**src/design/irs_pkg.sv**
```systemverilog
// Constants and types for the reference input selection configuration block
package irs_pkg;
	// Register offsets
	localparam logic [7:0] OFF_PHASE_OFS  = 8'h1D;
	localparam logic [7:0] OFF_PUMP_CUR   = 8'h1E;
	localparam logic [7:0] OFF_MON_MODE   = 8'h20;
	localparam logic [7:0] OFF_SEL_CTRL   = 8'h21;
	localparam logic [7:0] OFF_HOLDOFF    = 8'h22;
	localparam logic [7:0] OFF_HO_RANGES  = 8'h23;
	localparam logic [7:0] OFF_STATUS     = 8'h24;

	// Field positions
	localparam int POS_OFS_EN    = 5;
	localparam int POS_RATIO_LO  = 3;
	localparam int POS_BLOCK     = 2;
	localparam int POS_HO_CTRL_N = 1;
	localparam int POS_SRC_INT   = 0;
	localparam int POS_REVERTIVE_SWITCH_ON      = 4;
	localparam int POS_MODE_LO   = 2;
	localparam int POS_INT_SEL   = 0;
	localparam int POS_PRESCALE  = 6;

	// Reset values
	localparam logic [4:0] RST_OFS_CODE  = 5'h00;
	localparam logic [4:0] RST_PUMP_CODE = 5'h06;
	localparam logic [4:0] RST_RATIO     = 5'h00;
	localparam logic [7:0] RST_HOLDOFF   = 8'h80;
	localparam logic [1:0] RST_MODE      = 2'b00;

	// Scaling: tenths of a degree per offset step, microamps per pump step
	localparam logic [8:0]  OFS_STEP_DDEG = 9'h009;
	localparam logic [12:0] PUMP_STEP_UA  = 13'h00C8;

	// Activity monitor defaults
	localparam int MON_WINDOW = 16;
	localparam int MON_TOL    = 2;

	// Selection mode field codes
	typedef enum logic [1:0] {
		MODE_MANUAL      = 2'b00,
		MODE_AUTO        = 2'b01,
		MODE_SHORT_HOLD  = 2'b10,
		MODE_AUTO_HOLD   = 2'b11
	} irs_mode_e;

	// Holdover state
	typedef enum logic [1:0] {
		HS_RUN  = 2'b00,
		HS_HOLD = 2'b01
	} irs_hold_e;
endpackage

```
**src/design/irs_mon_if.sv**
```systemverilog
// Carrier between the control block and the activity monitor
`timescale 1ns/1ps
interface irs_mon_if;
	logic [5:0] ratio;
	logic       osc_tick;
	logic       ref_tick;
	logic       active;
	modport ctrl (output ratio, output osc_tick, output ref_tick,
		input active);
	modport mon (input ratio, input osc_tick, input ref_tick,
		output active);
endinterface

```
**src/design/irs_activity_mon.sv**
```systemverilog
// Input activity monitor: ref edges against divided oscillator ticks
`timescale 1ns/1ps
module irs_activity_mon #(
	parameter int WINDOW = irs_pkg::MON_WINDOW,
	parameter int TOL    = irs_pkg::MON_TOL
) (
	input  wire logic i_mclk,
	input  wire logic i_sys_rst,
	irs_mon_if.mon    mon
);
	typedef struct packed {
		logic [5:0] div_cnt;
		logic [7:0] win_cnt;
		logic [7:0] ref_cnt;
		logic       active;
	} irs_mon_s;

	irs_mon_s st_q;
	irs_mon_s st_d;

	// Divide oscillator ticks, count ref edges per window
	always_comb begin
		logic div_tick;
		div_tick = 1'b0;
		st_d = st_q;
		if (mon.ref_tick && st_q.ref_cnt != 8'hFF) begin
			st_d.ref_cnt = st_q.ref_cnt + 8'h01;
		end
		if (mon.osc_tick) begin
			if (st_q.div_cnt + 6'h01 >= mon.ratio) begin
				st_d.div_cnt = 6'h00;
				div_tick = 1'b1;
			end else begin
				st_d.div_cnt = st_q.div_cnt + 6'h01;
			end
		end
		if (div_tick) begin
			if (st_q.win_cnt == 8'(WINDOW - 1)) begin
				st_d.win_cnt = 8'h00;
				// Judge the finished window, this cycle's edge included
				st_d.active = (st_d.ref_cnt >= 8'(WINDOW - TOL)) &&
					(st_d.ref_cnt <= 8'(WINDOW + TOL));
				st_d.ref_cnt = 8'h00;
			end else begin
				st_d.win_cnt = st_q.win_cnt + 8'h01;
			end
		end
	end

	// State register
	always_ff @(posedge i_mclk or posedge i_sys_rst) begin
		if (i_sys_rst) begin
			st_q <= '0;
		end else begin
			st_q <= st_d;
		end
	end

	assign mon.active = st_q.active;
endmodule

```
**src/design/irs_input_ref_select_config.sv**
```systemverilog
// Reference input selection, phase offset and pump current configuration
// Functional notes
// - Offset enable set applies 5-bit offset to detector; clear applies none.
// - Offset scales 0.9 degrees per code step, 27.9 degrees at top.
// - Second pump current is 200 uA times code plus one.
// - Monitor compares selected input with oscillator divided by ratio.
// - Blocking bit clear passes both inputs; set gates off inactive one.
// - Holdover control low enters holdover on manual switch; mode ignored.
// - Holdover control high (reset value) lets mode field govern switching.
// - Manual choice from pin when source bit zero, register bit when one.
// - Mode 00 manual, 01 auto, 10 short holdover, 11 auto holdover.
// - Internal select bit zero picks input A, one picks input B.
`timescale 1ns/1ps
module irs_input_ref_select_config #(
	parameter int MON_WINDOW = irs_pkg::MON_WINDOW,
	parameter int MON_TOL    = irs_pkg::MON_TOL
) (
	input  wire logic        i_mclk,
	input  wire logic        i_sys_rst,
	input  wire logic [7:0]  i_reg_addr,
	input  wire logic        i_reg_wr,
	input  wire logic [7:0]  i_reg_wdata,
	input  wire logic        i_reg_rd,
	input  wire logic        i_external_ref_choice_pin,
	input  wire logic        i_auto_choice,
	input  wire logic        i_ref_input_a,
	input  wire logic        i_ref_input_b,
	input  wire logic        i_osc_tick,
	output logic [7:0]       o_reg_rdata,
	output logic             o_phase_offset_enable,
	output logic [4:0]       o_phase_offset_code,
	output logic [8:0]       o_phase_offset_ddeg,
	output logic [4:0]       o_second_pump_current_code,
	output logic [12:0]      o_second_pump_current_ua,
	output logic [5:0]       o_monitor_ratio,
	output logic             o_ref_input_a_gated,
	output logic             o_ref_input_b_gated,
	output logic             o_active_ref,
	output logic [1:0]       o_selection_mode_field,
	output logic             o_holdover,
	output logic             o_manual_mode,
	output logic [7:0]       o_holdoff_period,
	output logic [1:0]       o_holdoff_prescale,
	output logic [1:0]       o_validation_count
);
	typedef struct packed {
		logic                phase_offset_enable;
		logic [4:0]          phase_offset_code;
		logic [4:0]          second_pump_current_code;
		logic [4:0]          monitor_ratio_code;
		logic                block_inactive;
		logic                manual_holdover_ctrl_n;
		logic                src_internal;
		logic                revertive_switch_on;
		logic [1:0]          selection_mode_field;
		logic                int_sel;
		logic [7:0]          holdoff_period;
		logic [1:0]          holdoff_prescale;
		logic [1:0]          validation_count;
		logic [7:0]          rdata;
		logic [8:0]          ofs_ddeg;
		logic [12:0]         pump_ua;
		logic [5:0]          ratio;
		logic                a_gated;
		logic                b_gated;
		logic                active_ref;
		logic                manual_prev;
		irs_pkg::irs_hold_e  hold_state;
		logic                manual_mode;
		logic                holdover;
	} irs_cfg_s;

	irs_cfg_s st_q;
	irs_cfg_s st_d;

	irs_mon_if mon_bus ();

	// Activity monitor on the active input
	irs_activity_mon #(
		.WINDOW (MON_WINDOW),
		.TOL    (MON_TOL)
	) u_mon (
		.i_mclk    (i_mclk),
		.i_sys_rst (i_sys_rst),
		.mon       (mon_bus.mon)
	);

	// Monitor watches the raw input, so blocking never starves it
	assign mon_bus.ratio    = st_q.ratio;
	assign mon_bus.osc_tick = i_osc_tick;
	assign mon_bus.ref_tick = st_q.active_ref ? i_ref_input_b : i_ref_input_a;

	// Monitor ratio code to divide value
	function automatic logic [5:0] ratio_decode(input logic [4:0] code);
		logic [5:0] r;
		r = 6'h01;
		if (!code[4]) begin
			unique case (code[1:0])
				2'b00: r = 6'h01;
				2'b01: r = 6'h04;
				2'b10: r = 6'h10;
				2'b11: r = 6'h08;
			endcase
		end else if (code[3] || code[2]) begin
			r = 6'h20;
		end else begin
			unique case (code[1:0])
				2'b00: r = 6'h02;
				2'b01: r = 6'h05;
				2'b10: r = 6'h0C;
				2'b11: r = 6'h18;
			endcase
		end
		return r;
	endfunction

	// Register writes, derived values and selection logic
	always_comb begin
		logic manual_choice;
		logic is_manual;
		logic [7:0] rd;
		logic manual_switch;
		manual_choice = 1'b0;
		manual_switch = 1'b0;
		is_manual = 1'b0;
		rd = 8'h00;
		st_d = st_q;

		// Writes keep only defined fields
		if (i_reg_wr) begin
			unique case (i_reg_addr)
				irs_pkg::OFF_PHASE_OFS: begin
					st_d.phase_offset_enable =
						i_reg_wdata[irs_pkg::POS_OFS_EN];
					st_d.phase_offset_code = i_reg_wdata[4:0];
				end
				irs_pkg::OFF_PUMP_CUR: begin
					st_d.second_pump_current_code = i_reg_wdata[4:0];
				end
				irs_pkg::OFF_MON_MODE: begin
					st_d.monitor_ratio_code =
						i_reg_wdata[irs_pkg::POS_RATIO_LO +: 5];
					st_d.block_inactive = i_reg_wdata[irs_pkg::POS_BLOCK];
					st_d.manual_holdover_ctrl_n =
						i_reg_wdata[irs_pkg::POS_HO_CTRL_N];
					st_d.src_internal = i_reg_wdata[irs_pkg::POS_SRC_INT];
				end
				irs_pkg::OFF_SEL_CTRL: begin
					st_d.revertive_switch_on = i_reg_wdata[irs_pkg::POS_REVERTIVE_SWITCH_ON];
					st_d.selection_mode_field =
						i_reg_wdata[irs_pkg::POS_MODE_LO +: 2];
					st_d.int_sel = i_reg_wdata[irs_pkg::POS_INT_SEL];
				end
				irs_pkg::OFF_HOLDOFF: begin
					st_d.holdoff_period = i_reg_wdata;
				end
				irs_pkg::OFF_HO_RANGES: begin
					st_d.holdoff_prescale =
						i_reg_wdata[irs_pkg::POS_PRESCALE +: 2];
					st_d.validation_count = i_reg_wdata[1:0];
				end
				default: begin
				end
			endcase
		end

		// Offset applied only when enabled
		st_d.ofs_ddeg = st_d.phase_offset_enable ?
			9'(st_d.phase_offset_code * irs_pkg::OFS_STEP_DDEG) :
			9'h000;
		st_d.pump_ua = 13'(({8'h00, st_d.second_pump_current_code} +
			13'h0001) * irs_pkg::PUMP_STEP_UA);
		st_d.ratio = ratio_decode(st_d.monitor_ratio_code);

		// Manual choice source: pin or register bit
		manual_choice = st_q.src_internal ? st_q.int_sel :
			i_external_ref_choice_pin;
		// Control low forces manual; otherwise mode bit 0 decides
		is_manual = !st_q.manual_holdover_ctrl_n ||
			(st_q.selection_mode_field == irs_pkg::MODE_MANUAL) ||
			(st_q.selection_mode_field == irs_pkg::MODE_SHORT_HOLD);
		st_d.manual_mode = is_manual;
		st_d.active_ref = is_manual ? manual_choice : i_auto_choice;
		st_d.manual_prev = manual_choice;
		// A change of manual choice under low control is the trigger
		manual_switch = !st_q.manual_holdover_ctrl_n &&
			(manual_choice != st_q.manual_prev);

		// Holdover: entered on manual switch under low control, left on high control or monitor activity
		unique case (st_q.hold_state)
			irs_pkg::HS_RUN: begin
				if (manual_switch) begin
					st_d.hold_state = irs_pkg::HS_HOLD;
				end
			end
			irs_pkg::HS_HOLD: begin
				// A fresh switch beats the monitor's release
				if (st_q.manual_holdover_ctrl_n ||
					(mon_bus.active && !manual_switch)) begin
					st_d.hold_state = irs_pkg::HS_RUN;
				end
			end
			default: st_d.hold_state = irs_pkg::HS_RUN;
		endcase
		// Registered copy keeps the holdover output on a flop
		st_d.holdover = (st_d.hold_state == irs_pkg::HS_HOLD);

		// Gate off the inactive input when blocking
		st_d.a_gated = i_ref_input_a &
			(!st_q.block_inactive || !st_d.active_ref);
		st_d.b_gated = i_ref_input_b &
			(!st_q.block_inactive || st_d.active_ref);

		// Read mux, reserved bits zero
		unique case (i_reg_addr)
			irs_pkg::OFF_PHASE_OFS:
				rd = {2'b00, st_q.phase_offset_enable, st_q.phase_offset_code};
			irs_pkg::OFF_PUMP_CUR:
				rd = {3'b000, st_q.second_pump_current_code};
			irs_pkg::OFF_MON_MODE:
				rd = {st_q.monitor_ratio_code, st_q.block_inactive,
					st_q.manual_holdover_ctrl_n, st_q.src_internal};
			irs_pkg::OFF_SEL_CTRL:
				rd = {3'b000, st_q.revertive_switch_on,
					st_q.selection_mode_field, 1'b0, st_q.int_sel};
			irs_pkg::OFF_HOLDOFF:
				rd = st_q.holdoff_period;
			irs_pkg::OFF_HO_RANGES:
				rd = {st_q.holdoff_prescale, 4'h0, st_q.validation_count};
			irs_pkg::OFF_STATUS:
				rd = {5'h00, st_q.holdover,
					mon_bus.active, st_q.active_ref};
			default:
				rd = 8'h00;
		endcase
		if (i_reg_rd) begin
			st_d.rdata = rd;
		end
	end

	// State register with power-on defaults
	always_ff @(posedge i_mclk or posedge i_sys_rst) begin
		if (i_sys_rst) begin
			st_q <= '0;
			st_q.phase_offset_code <= irs_pkg::RST_OFS_CODE;
			st_q.second_pump_current_code <= irs_pkg::RST_PUMP_CODE;
			st_q.monitor_ratio_code <= irs_pkg::RST_RATIO;
			st_q.manual_holdover_ctrl_n <= 1'b1;
			st_q.selection_mode_field <= irs_pkg::RST_MODE;
			st_q.holdoff_period <= irs_pkg::RST_HOLDOFF;
			st_q.pump_ua <= 13'(({8'h00, irs_pkg::RST_PUMP_CODE} +
				13'h0001) * irs_pkg::PUMP_STEP_UA);
			st_q.ratio <= 6'h01;
			st_q.manual_mode <= 1'b1;
			st_q.hold_state <= irs_pkg::HS_RUN;
		end else begin
			st_q <= st_d;
		end
	end

	// Outputs straight from the state register
	assign o_reg_rdata = st_q.rdata;
	assign o_phase_offset_enable = st_q.phase_offset_enable;
	assign o_phase_offset_code = st_q.phase_offset_code;
	assign o_phase_offset_ddeg = st_q.ofs_ddeg;
	assign o_second_pump_current_code = st_q.second_pump_current_code;
	assign o_second_pump_current_ua = st_q.pump_ua;
	assign o_monitor_ratio = st_q.ratio;
	assign o_ref_input_a_gated = st_q.a_gated;
	assign o_ref_input_b_gated = st_q.b_gated;
	assign o_active_ref = st_q.active_ref;
	assign o_selection_mode_field = st_q.selection_mode_field;
	assign o_holdover = st_q.holdover;
	assign o_manual_mode = st_q.manual_mode;
	assign o_holdoff_period = st_q.holdoff_period;
	assign o_holdoff_prescale = st_q.holdoff_prescale;
	assign o_validation_count = st_q.validation_count;
endmodule

```
**config.mk**
```make
export PLATFORM = sky130hd
export DESIGN_NAME = irs_input_ref_select_config
export DESIGN_NICKNAME = d
export VERILOG_FILES = /design/src/design/irs_pkg.sv /design/src/design/irs_mon_if.sv /design/src/design/irs_activity_mon.sv /design/src/design/irs_input_ref_select_config.sv
export SDC_FILE = /design/constraint.sdc
export NUM_CORES = 1
export LEC_CHECK = 0
export BUFFER_PORTS_ARGS = -buffer_cell sky130_fd_sc_hd__buf_4
export CAP_MARGIN = 30
export CORE_MARGIN = 10
export CORE_UTILIZATION = 50
export DETAILED_ROUTE_END_ITERATION = 6
export GPL_TIMING_DRIVEN = 0
export PLACE_DENSITY_LB_ADDON = 0.12
export REMOVE_ABC_BUFFERS = 1
export SYNTH_ARGS = -nofsm -noshare
export SYNTH_HDL_FRONTEND = slang
export SYNTH_SLANG_ARGS = --single-unit
```
**constraint.sdc**
```tcl
create_clock -name i_mclk -period 4.04 [get_ports i_mclk]
set_clock_uncertainty 0.05 [all_clocks]
set_input_delay 0.808 -clock i_mclk [delete_from_list [all_inputs] [get_ports i_mclk]]
set_output_delay 0.808 -clock i_mclk [all_outputs]
set_load 0.02 [all_outputs]
```
==> results_dict.tcl <==
set metrics [dict create \
    global_route.usage.total 0.157 \
    post-route-cell-area_sq_mm 0.00643 \
    cts_hold_buffers 0 \
    floorplan.core_area_sq_mm 0.0110 \
    placed_area_sq_mm 0.00602 \
    static_leak_nw 3.19 \
    maxCapViolCount 0 \
    cts_buffer_depth 2 \
    io_pins 91 \
    globalRoute.totalOverflow 0 \
    design.final.nets 634 \
    vdd_ir_drop_max_uv 253 \
    drt_first_iter_violations 344 \
    path_cells "buf_4 -> and4b_2 -> nand4_4 -> mux2_2 -> ha_1 -> xor2_2 -> ha_1 -> ha_1 -> ha_1 -> ha_1 -> a21o_1 -> a21oi_2 -> o21bai_1 -> a21oi_1 -> xnor2_1" \
    worst_setup_hold_path_clk_slew_ns 0.07 \
    critical_path.endpoint_type "flip-flop" \
    place.detailed.hpwl_um 9510 \
    routedWlPerCell_um 17.7 \
    avgSynthCellArea_sq_um 10.6 \
    routed_via_density 5.38 \
    total_switching_power_w 0.000871 \
    cp_data_required_time_ns 4.26 \
    final_setup_viols 0 \
    post_synth_instance_area_sq_mm 0.00567 \
    run_status "completed" \
    timing.critical_path.slowest_stage_cell "sky130_fd_sc_hd__ha_1" \
    drc 0 \
    critical-path-max-stage-delay_ns 0.34 \
    cts_made_buffers 9 \
    grt_start_max_net_pins 56 \
    antenna_found_initial 0 \
    synth.lib_cells_used.distinct 63 \
    syn_to_final_growth_pct 13.4 \
    clock_latency_ns 0.34 \
    n_fill_cell 916 \
    cts.sink_count 99 \
    worst_pin_slew_ns 0.862 \
    drive_gt1_frac 0.299 \
    final_hold_viol_count 0 \
    critical-path-top-delay-family "adder cells" \
    library_cell_appearing_most_often_on_the_critical_path "sky130_fd_sc_hd__ha_1" \
    multi_input_comb_area_sq_mm 0.00258 \
    criticalPathCategory "primary input to flip-flop" \
    synthCells 537 \
    layout_common_cells "sky130_fd_sc_hd__buf_4, sky130_fd_sc_hd__dfrtp_1, sky130_fd_sc_hd__inv_1, sky130_fd_sc_hd__ha_1, sky130_fd_sc_hd__mux2_2" \
    synth-async-reset-ratio 1.00 \
    critical_path.startpoint_type "primary input" \
    dieHeight_um 127 \
    synth-seq-cells 99 \
    cts_tree "yes" \
    share_clk_of_total_power 0.319 \
    ant_nets 0 \
    layout.area.seq_sq_mm 0.00249 \
    synth-seq-area-share 0.439 \
    final_common_cell "sky130_fd_sc_hd__buf_4" \
    pwr-share-seq 0.443 \
    worst_slew_margin_rel 0.410 \
    synth_ff_type "sky130_fd_sc_hd__dfrtp_1" \
    crit_buf_inv 1 \
    final_estimated_routing_congestion_in_global_placement 0.870 \
    antenna_diode_count 0 \
    max_freq_ghz 0.251 \
    final.min_clock_period_ns 3.99 \
    hold_class "flip-flop to flip-flop" \
    arrival_ns 4.20 \
    power_report.internal_total_w 0.00192 \
    worstPathMaxFanout 4 \
    cts-root-buf "sky130_fd_sc_hd__clkbuf_16" \
    p_per_area_mw_per_mm2 434 \
    combinationalPowerShare 0.238 \
    first_global_vias 4090 \
    final_max_slew_viol_count 0 \
    synth_edf_count 0 \
    fp.dieW_um 127 \
    rows 38 \
    initial_utilization 0.517 \
    wire_length_of_the_first_global_routing_pass_um 20700 \
    fin_setup_tns_ns 0 \
    postRouteWirelength_um 12600 \
    place.port_buffers 87 \
    timing.final.crit_share 0.986 \
    swShare 0.311 \
    cts_max_level 3 \
    total_via_count_in_the_routed_design 3847 \
    drt-pass1-iter-count 4 \
    yosys_warnings 0 \
    dieArea_sq_mm 0.0160 \
]
## power groups by stage
stage                     Clock [W]  Combinational (W)  Sequential [W]
after CTS                  0.000913           0.000667         0.00124
after global placement            0           0.000624         0.00125
after global routing       0.000954           0.000751         0.00126
after floorplan                   0           0.000429         0.00126
after detailed placement          0           0.000658         0.00125
final                      0.000892           0.000664         0.00124
## per-layer routing
metal	track usage	share of wire	up-vias
li1	-	-	1861
met1	0.187	0.43	1879
met2	0.261	0.49	91
met3	0.0487	0.056	16
met4	0.0556	0.017	0
met5	0	0	-
## final timing paths
kind                                               start                            end  slack, ns  cells after the start
max in group asynchronous                      i_sys_rst  o_second_pump_current_code[1]       2.68                      3
min in group asynchronous                      i_sys_rst                 u_mon.st_q[21]       0.54                      2
max                                        i_reg_addr[5]   o_second_pump_current_ua[12]       0.05                     15
min                                              st_q[3]                     o_holdover       0.38                      1
min reg2reg                                      st_q[3]                     o_holdover       0.38                      1
max reg2reg                o_second_pump_current_code[0]   o_second_pump_current_ua[12]       0.74                     12
## flip-flops by register name, indices dropped and copies added (netlist names), 5 cells and up
signal                      flops
o_monitor_ratio                 6
st_q                           13
o_second_pump_current_ua       10
o_reg_rdata                     8
o_second_pump_current_code      5
u_mon.st_q                     22
o_phase_offset_code             5
o_phase_offset_ddeg             9
o_holdoff_period                8
## per-stage QoR
step | worst slack (ns) | total power, W | hold slack (ns) | util | instances
after global routing | -0.0400 | 0.00297 | 0.412 | 0.586 | 715
after global placement | -1.22 | 0.00187 | 0.366 | 0.546 | 692
after detailed placement | -1.23 | 0.00191 | 0.377 | 0.548 | 693
after floorplan | -0.352 | 0.00169 | 0.360 | - | 465
after CTS | 0.00686 | 0.00282 | 0.387 | 0.582 | 712
final | 0.0547 | 0.00280 | 0.383 | 0.586 | 715
## timing repair
action	in CTS	in global routing
gates resized for setup	8	3
endpoints found under the setup margin	5	2
pin swaps	2	1
buffers inserted	3	3
## Yosys cell counts (all sizes together) (2+ instances only)
cell,n,share of area
dfrtp,87,0.38
buf,67,0.086
inv,39,0.026
ha,37,0.082
mux2,34,0.068
nor2,32,0.021
nand2,28,0.019
o21ai,20,0.018
xnor2,17,0.026
mux2i,16,0.028
a21oi,13,0.011
nand3,13,0.011
dfstp,12,0.056
o22ai,10,0.011
and2,9,0.0099
and3,8,0.0088
clkbuf,8,0.0055
nor3,8,0.0079
nand2b,7,0.0077
xor2,6,0.0093
a22o,5,0.0077
a22oi,5,0.0066
nand4,5,0.0093
a211oi,4,0.0053
a21o,3,0.0040
a221oi,3,0.0046
nor2b,3,0.0033
o21a,3,0.0040
or3,3,0.0033
a2111oi,2,0.0031
a31oi,2,0.0022
and4,2,0.0031
and4b,2,0.0035
fa,2,0.0071
nor4,2,0.0049
o32ai,2,0.0031
or4b,2,0.0042
## cells by family (layout without fill, tap and decap cells)
| kind of cell | Yosys count | count (layout) | share of synthesized area |
|---|---|---|---|
| buffers and inverters | 114 | 149 | 0.117 |
| xor gates and xnor gates | 23 | 23 | 0.0355 |
| DFF | 99 | 99 | 0.439 |
| muxes | 51 | 51 | 0.100 |
| AOI/OAI and AO/OA | 80 | 80 | 0.0924 |
| and+or+nand+nor | 130 | 130 | 0.126 |
| adders and majority gates | 39 | 39 | 0.0887 |
| other | 1 | 4 | 0.000661 |
## layout make-up
cell class	count	area share
clock inverters	5	0.00894
well taps	140	0.0272
clock buffers	11	0.0393
repair buffers	94	0.113
flip-flops and latches	99	0.387
multi-input cells	327	0.401
inverters	39	0.0231
No activity file was read; power rests on OpenSTA's default activity.
